**src/core/dma_setup_defs.vh**
```
// constants for the device dma setup block
`ifndef DMA_SETUP_DEFS_VH
`define DMA_SETUP_DEFS_VH
`define CMD_CFG_WR 8'hF0
`define CMD_CFG_RD 8'hF1
`define CMD_CNT_WR 8'hF2
`define CMD_CNT_RD 8'hF3
`define CFG_CNT_END 15
`define CFG_SHORT 14
`define CFG_WIDTH_FLAG 8
`define CFG_EP_HI 7
`define CFG_EP_LO 4
`define CFG_RUN 3
`define CFG_BURST_HI 1
`define CFG_BURST_LO 0
`define CFG_WR_MASK 16'hFEFB
`define CFG_RESET 16'h0000
`define CNT_RESET 16'h0000
`define BURST_1 2'h0
`define BURST_4 2'h1
`define BURST_8 2'h2
`define FIRST_DATA_WORD 4'h1
`endif

```
**src/core/usb_device_dma_setup.v**
```verilog
// device dma configuration, counter and request control
`include "dma_setup_defs.vh"
module usb_device_dma_setup
(
  input wire i_mclk,
  input wire i_rst_b,
  input wire i_bus_reset,
  input wire i_cmd_valid,
  input wire [7:0] i_cmd_code,
  input wire i_wr_valid,
  input wire [15:0] i_wr_data,
  input wire i_rd_strobe,
  output reg [15:0] o_rd_data,
  input wire i_transfer_end_polarity,
  input wire i_transfer_end_signal,
  input wire i_dma_ack,
  input wire i_dma_ack_word,
  input wire i_buffer_ready,
  input wire i_endpoint_is_out,
  input wire i_short_packet,
  output wire o_dma_req,
  output reg [3:0] o_dma_endpoint_select,
  output reg [3:0] o_dma_word_index,
  output reg o_send_partial,
  output reg o_transfer_end
);
  // ------------------------------------------------------------------
  // reset release
  // ------------------------------------------------------------------
  reg rst_meta_reg;
  reg rst_sync_reg;
  wire rst_n;
  always @(posedge i_mclk or negedge i_rst_b)
  begin
    if (!i_rst_b)
    begin
      rst_meta_reg <= 1'b0;
      rst_sync_reg <= 1'b0;
    end
    else
    begin
      rst_meta_reg <= 1'b1;
      rst_sync_reg <= rst_meta_reg;
    end
  end
  assign rst_n = rst_sync_reg;

  // ------------------------------------------------------------------
  // command phase decode
  // ------------------------------------------------------------------
  localparam PH_IDLE = 2'h0;
  localparam PH_CFG = 2'h1;
  localparam PH_CNT = 2'h2;
  reg [1:0] phase_reg;
  reg [1:0] phase_next;
  reg phase_read_reg;
  reg phase_read_next;
  wire cfg_wr;
  wire cnt_wr;
  wire data_done;

  // each configuration or counter command carries exactly one data word; any other code returns to idle and takes none
  assign data_done = (phase_read_reg ? i_rd_strobe : i_wr_valid) && !i_cmd_valid;
  // a new command in the same cycle wins over a stray data word
  assign cfg_wr = (phase_reg == PH_CFG) && !phase_read_reg && i_wr_valid
    && !i_cmd_valid;
  assign cnt_wr = (phase_reg == PH_CNT) && !phase_read_reg && i_wr_valid
    && !i_cmd_valid;

  // next command phase
  always @*
  begin
    phase_next = phase_reg;
    phase_read_next = phase_read_reg;
    if (i_cmd_valid)
    begin
      phase_read_next = 1'b0;
      case (i_cmd_code)
        `CMD_CFG_WR: phase_next = PH_CFG;
        `CMD_CFG_RD:
        begin
          phase_next = PH_CFG;
          phase_read_next = 1'b1;
        end
        `CMD_CNT_WR: phase_next = PH_CNT;
        `CMD_CNT_RD:
        begin
          phase_next = PH_CNT;
          phase_read_next = 1'b1;
        end
        default: phase_next = PH_IDLE;
      endcase
    end
    else
    begin
      case (phase_reg)
        PH_CFG: if (data_done) phase_next = PH_IDLE;
        PH_CNT: if (data_done) phase_next = PH_IDLE;
        default: phase_next = PH_IDLE;
      endcase
    end
  end

  always @(posedge i_mclk or negedge rst_n)
  begin
    if (!rst_n)
    begin
      phase_reg <= PH_IDLE;
      phase_read_reg <= 1'b0;
    end
    else
    begin
      phase_reg <= phase_next;
      phase_read_reg <= phase_read_next;
    end
  end

  // ------------------------------------------------------------------
  // configuration and counter registers
  // ------------------------------------------------------------------
  reg [15:0] cfg_reg;
  reg [15:0] count_reg;
  reg width_flag_reg;
  reg run_reg;
  wire [15:0] remaining;
  wire count_zero;
  wire end_pin;
  wire end_event;
  wire start;
  wire access;
  wire [15:0] cfg_view;

  // external end pin seen active at the level set by i_transfer_end_polarity
  assign end_pin = (i_transfer_end_signal == i_transfer_end_polarity);
  assign start = cfg_wr && i_wr_data[`CFG_RUN] && !run_reg;
  assign access = run_reg && i_dma_ack && !count_zero;

  // transfer ends on pin, counter expiry or short out packet
  assign end_event = run_reg && (end_pin ||
    (cfg_reg[`CFG_CNT_END] && count_zero) ||
    (cfg_reg[`CFG_SHORT] && i_endpoint_is_out && i_short_packet));

  // stored fields; the run bit lives in run_reg
  always @(posedge i_mclk or negedge rst_n)
  begin
    if (!rst_n)
    begin
      cfg_reg <= `CFG_RESET;
      count_reg <= `CNT_RESET;
    end
    else
    begin
      if (cfg_wr)
        cfg_reg <= i_wr_data & `CFG_WR_MASK;
      if (cnt_wr)
        count_reg <= i_wr_data;
    end
  end

  // dma run state, cleared by bus reset, stop write or end event
  always @(posedge i_mclk or negedge rst_n)
  begin
    if (!rst_n)
      run_reg <= 1'b0;
    else if (i_bus_reset)
      run_reg <= 1'b0;
    else if (cfg_wr)
      run_reg <= i_wr_data[`CFG_RUN];
    else if (end_event)
      run_reg <= 1'b0;
  end

  // width of the last access moved
  always @(posedge i_mclk or negedge rst_n)
  begin
    if (!rst_n)
      width_flag_reg <= 1'b0;
    else if (access)
      width_flag_reg <= i_dma_ack_word && (remaining > 16'h0001);
  end

  dma_byte_counter u_counter
  (
    .i_mclk(i_mclk),
    .i_rst_n(rst_n),
    .i_load(start),
    .i_load_value(count_reg),
    .i_step(access),
    .i_step_word(i_dma_ack_word),
    .o_remaining(remaining),
    .o_zero(count_zero)
  );

  // ------------------------------------------------------------------
  // data path towards the endpoint buffers
  // ------------------------------------------------------------------
  assign o_dma_req = run_reg && i_buffer_ready && !count_zero;

  // endpoint select, word pointer and end flags
  always @(posedge i_mclk or negedge rst_n)
  begin
    if (!rst_n)
    begin
      o_dma_endpoint_select <= 4'h0;
      o_dma_word_index <= 4'h0;
      o_send_partial <= 1'b0;
      o_transfer_end <= 1'b0;
    end
    else
    begin
      o_dma_endpoint_select <= cfg_reg[`CFG_EP_HI:`CFG_EP_LO];
      if (start)
        o_dma_word_index <= `FIRST_DATA_WORD;
      else if (access)
        o_dma_word_index <= o_dma_word_index + 4'h1;
      o_send_partial <= end_event && end_pin && !i_endpoint_is_out;
      o_transfer_end <= end_event;
    end
  end

  // ------------------------------------------------------------------
  // read back
  // ------------------------------------------------------------------
  // burst field 1..0 is only stored and read back through cfg_view; no port carries it to the dma controller
  assign cfg_view = {cfg_reg[15:9], width_flag_reg, cfg_reg[7:4], run_reg, 1'b0,
    cfg_reg[1:0]};

  // read data captured as the command is taken
  always @(posedge i_mclk or negedge rst_n)
  begin
    if (!rst_n)
      o_rd_data <= 16'h0000;
    else if (i_cmd_valid && i_cmd_code == `CMD_CFG_RD)
      o_rd_data <= cfg_view;
    else if (i_cmd_valid && i_cmd_code == `CMD_CNT_RD)
      o_rd_data <= remaining;
  end
endmodule

```
**src/core/dma_byte_counter.v**
```verilog
// working byte counter of the dma engine
`include "dma_setup_defs.vh"
module dma_byte_counter
(
  input wire i_mclk,
  input wire i_rst_n,
  input wire i_load,
  input wire [15:0] i_load_value,
  input wire i_step,
  input wire i_step_word,
  output reg [15:0] o_remaining,
  output wire o_zero
);
  // bytes moved by one access, never more than what is left
  function [15:0] step_size;
    input word;
    input [15:0] left;
    begin
      if (word && left > 16'h0001)
        step_size = 16'h0002;
      else if (left != 16'h0000)
        step_size = 16'h0001;
      else
        step_size = 16'h0000;
    end
  endfunction

  assign o_zero = (o_remaining == 16'h0000);

  // reload has priority over a decrement in the same cycle
  always @(posedge i_mclk or negedge i_rst_n)
  begin
    if (!i_rst_n)
      o_remaining <= `CNT_RESET;
    else if (i_load)
      o_remaining <= i_load_value;
    else if (i_step)
      o_remaining <= o_remaining - step_size(i_step_word, o_remaining);
  end
endmodule

```
**config.mk**
```make
export PLATFORM = sky130hd
export DESIGN_NAME = usb_device_dma_setup
export DESIGN_NICKNAME = d
export VERILOG_FILES = /design/src/core/usb_device_dma_setup.v /design/src/core/dma_byte_counter.v
export VERILOG_INCLUDE_DIRS = /design/src /design/src/core
export SDC_FILE = /design/constraint.sdc
export NUM_CORES = 1
export LEC_CHECK = 0
export BUFFER_PORTS_ARGS = -buffer_cell sky130_fd_sc_hd__clkbuf_2
export CAP_MARGIN = 20
export CORE_MARGIN = 5
export CORE_UTILIZATION = 60
export DETAILED_ROUTE_END_ITERATION = 8
export MAX_ROUTING_LAYER = met4
export PLACE_DENSITY = 0.95
export SLEW_MARGIN = 5
export SYNTH_ARGS = -nofsm -noshare
export SYNTH_HDL_FRONTEND = slang
export SYNTH_HIERARCHICAL = 1
export SYNTH_SLANG_ARGS = --single-unit
```
**constraint.sdc**
```tcl
create_clock -name i_mclk -period 4 [get_ports i_mclk]
set_input_delay 0.4 -clock i_mclk [delete_from_list [all_inputs] [get_ports i_mclk]]
set_output_delay 0.4 -clock i_mclk [all_outputs]
set_load 0.02 [all_outputs]
```
==> results.py <==
metrics = {
    "sta": {
        "tightest_slew_ns": 0.5370,
        "slew_headroom": 0.6327,
        "hold_violations": 0,
        "slew_violations": 0,
        "fin_crit_ns": 3.635,
        "setup_tns_ns": 0,
        "rsz0062_at_grt": "false",
        "fin_skew_ns": 0.01173,
        "setup_viol": 0,
        "max_freq_mhz": 275.1,
        "finalCritPeriodShare": 0.9088,
    },
    "logic_synthesis": {
        "yosys_register_bits": 78,
        "synth.avg_cell_area_sq_um": 12.54,
        "synth_edf_count": 0,
        "synth-seq-area-share": 0.5294,
        "synth-main-ff-cell": "dfrtp_1",
        "synth_cell_types": 52,
        "mappedNetlistNets": 337,
        "syn_area_sq_um": 3687,
        "ys.warnings.count": 6,
        "synthCells": 294,
        "synthArstFlopShare": 1.000,
    },
    "worst_setup_path": {
        "worst_ep_arrival_time_ns": 3.90,
        "start_kind": "register",
        "end_kind": "register",
        "critical_path_class": "reg2reg",
        "critPathTopFamily": "simple AND/OR/NAND/NOR gates",
        "r2r-start": "u_counter/o_remaining[9]",
        "crit_chain": "nor4_1 -> nand3b_2 -> o41ai_2 -> o21a_1 -> ha_1 -> inv_1 -> fa_1 -> nor3b_1 -> buf_4 -> nand2_1 -> or4_1 -> a31oi_1",
        "critPathMaxStageDelay_ns": 0.50,
        "cp-startpoint": "u_counter/o_remaining[9]",
        "crit_buf_inv": 2,
        "critical_path_required_ns": 4.27,
        "r2r_slack_ns": 0.36,
        "slowest_stage": "o41ai_2",
        "cp_max_fo": 8,
    },
    "finish": {
        "stdcell_count": 442,
        "multiInputGateArea_sq_um": 1622,
        "fin_nets": 405,
        "fillers": 400,
        "n_antenna_cell": 0,
        "area.growth.synth_to_final_pct": 16.83,
        "drive_gt1_frac": 0.4169,
        "ff_latch_area_sq_um": 1953,
        "final_cell_area_sq_um": 4308,
    },
    "pwr": {
        "power_w": 0.001601,
        "peakVddDrop_v": 0.0002867,
        "p_int_w": 0.001260,
        "powerDensity_nw_per_um2": 371.7,
        "p_sw_frac": 0.2129,
        "combPwrFrac": 0.058,
        "seq_power_share": 0.510,
        "pwr-share-clk": 0.432,
        "leakage_nw": 2.186,
        "power_switching_w": 0.0003409,
    },
    "global_routing": {
        "grt_pass1_vias": 2715,
        "grt_util_met1": 0.2688,
        "grt_start_max_net_pins": 52,
        "top_usage_layer": "met2",
        "grt-ovfl-total": 0,
        "grt_usage": 0.2287,
        "antenna_found_initial": 0,
        "grt.met3_usage": 0.03724,
        "met2_usage": 0.3712,
        "grt_pass1_wl_um": 12980,
    },
    "clock_tree": {
        "cts_tree": "done",
        "cts.sinks": 78,
        "clk_pin_slew_ns": 0.08,
        "ctsHtreeMaxLevel": 3,
        "clock_path_buffers": 2,
        "cts_root_buffer": "clkbuf_8",
        "numCtsBuffers": 9,
        "insertion_delay_ns": 0.35,
    },
    "placed_design": {
        "place_congestion": 0.9015,
        "dpl.hpwl_um": 5429,
        "postPlaceCellArea_sq_um": 4040,
        "portBuffers": 63,
        "dp_cells": 424,
    },
    "routing": {
        "drtAntennaViolNets": 0,
        "avgRoutedWirePerCell_um": 17.91,
        "drt_wl_total_um": 7917,
        "drc": 0,
        "drt-initial-drc-count": 185,
        "route.vias.total": 2562,
        "dr.pass1.iters": 4,
        "vias_per_cell": 5.796,
    },
    "floorplanning": {
        "io_pins": 64,
        "die_area_sq_um": 7814,
        "fp.dieW_um": 88.40,
        "start_util": 0.6191,
        "core-area_sq_um": 5956,
        "fp.dieH_um": 88.40,
        "placementRows": 28,
    },
    "flow_run": {
        "max_cap_viol_count": 0,
    },
    "hold_path": {
        "min_path_type": "reg2async",
    },
    "run_status": {
        "outcome": "complete, no violations",
    },
}
==> placed cells by master (no fill, tap or decap), drive strengths merged, types with 4 or more instances in the layout <==
cell	count
dfrtp	78
clkbuf	75
mux2	59
nand2	21
o21ai	18
inv	11
nor2	10
xor2	7
nor4	7
nor3	6
ha	5
xnor2	5
or3	5
nand4	4
buf	4
==> cell usage after synthesis, types with 2 or more instances <==
cell,number,area (sq um)
nor2_1,10,37.54
mux2_2,51,574.3
nand4_1,3,18.77
or4_1,3,22.52
nor3_1,4,20.02
nor3_2,2,20.02
nor3b_1,2,15.01
ha_1,5,62.56
nor4_1,7,43.79
inv_1,11,41.29
and4bb_2,2,25.02
dfrtp_1,78,1952
or3_1,4,25.02
mux2_4,8,120.1
a31oi_1,3,18.77
nand3b_1,2,15.01
o21ai_1,3,15.01
mux2i_1,3,30.03
nor2b_1,3,18.77
buf_6,3,33.78
clkbuf_1,2,7.510
xor2_1,7,61.31
buf_2,5,25.02
xnor2_1,5,43.79
nand3_1,3,15.01
nand4b_1,3,26.28
o21ai_0,15,75.07
nand2_1,21,78.83
a21oi_1,3,15.01
==> logic make-up (layout without fill, tap and decap cells) <==
logic type / Yosys count / in the layout / synth area share
simple gates: 79 / 79 / 0.1320
flops: 78 / 78 / 0.5294
mux: 62 / 62 / 0.1965
compound gates: 34 / 34 / 0.05735
buf+inv: 22 / 95 / 0.03291
xor+xnor: 12 / 12 / 0.02850
fa+ha+maj: 6 / 6 / 0.02240
other cells: 1 / 1 / 0.001017
==> routing by layer <==
layer  share of wire  vias to the layer above  wire [um]
li1                -                     1198          -
met1            0.42                     1250       3314
met2            0.50                       93       3990
met3           0.046                       21        368
met4           0.031                        0        243
met5               0                        -          0
==> metrics by stage <==
step | hold WS (ns) | setup slack (ns) | utilization
detailed placement | 0.1871 | 0.3121 | 0.6784
floorplan | 0.1044 | 0.4515 | -
CTS | 0.2056 | 0.2620 | 0.7187
global route | 0.1550 | 0.2172 | 0.7233
finish | 0.1286 | 0.3646 | 0.7233
global placement | 0.1861 | 0.4920 | 0.6784
==> power by group through the flow <==
stage                     registers (W)   logic, W  clock network (W)
after floorplan                0.000844  0.0000366                  0
after global placement         0.000839  0.0000777                  0
after detailed placement       0.000840  0.0000811                  0
after CTS                      0.000825  0.0000828           0.000701
after global routing           0.000819   0.000102           0.000737
final                          0.000817  0.0000923           0.000692
==> worst register-to-register path, stage by stage (launching register included) <==
cell,delay (ns)
dfrtp_1,0.46
nor4_1,0.49
nand3b_2,0.25
o41ai_2,0.50
o21a_1,0.20
ha_1,0.16
inv_1,0.05
fa_1,0.37
nor3b_1,0.21
buf_4,0.18
nand2_1,0.09
or4_1,0.43
a31oi_1,0.17
==> what timing repair did <==
action,CTS,global route
resized for setup,0,1
hold buffers,1,0
buffers inserted,0,0
setup endpoints to repair,0,1
hold endpoints to repair,2,0
==> cell type report <==
cell class	count	share of cell area
multi-input combinational	194	0.3764
sequential	78	0.4534
clock inverter	4	0.02207
clock buffer	12	0.03137
tap	75	0.02178
timing repair buffer	68	0.08539
inverter	11	0.009585
==> worst paths after layout <==
kind | endpoint | depth (start not counted)
worst min register to register | o_dma_endpoint_select[2] | 0
worst max-delay path | u_counter/o_remaining[14] | 12
worst max register to register | u_counter/o_remaining[14] | 12
worst min-delay path | o_dma_endpoint_select[2] | 0
min in group i_mclk | o_send_partial | 2
max in group asynchronous | u_counter/o_remaining[11] | 1
Power figures use the tool's default switching activity.
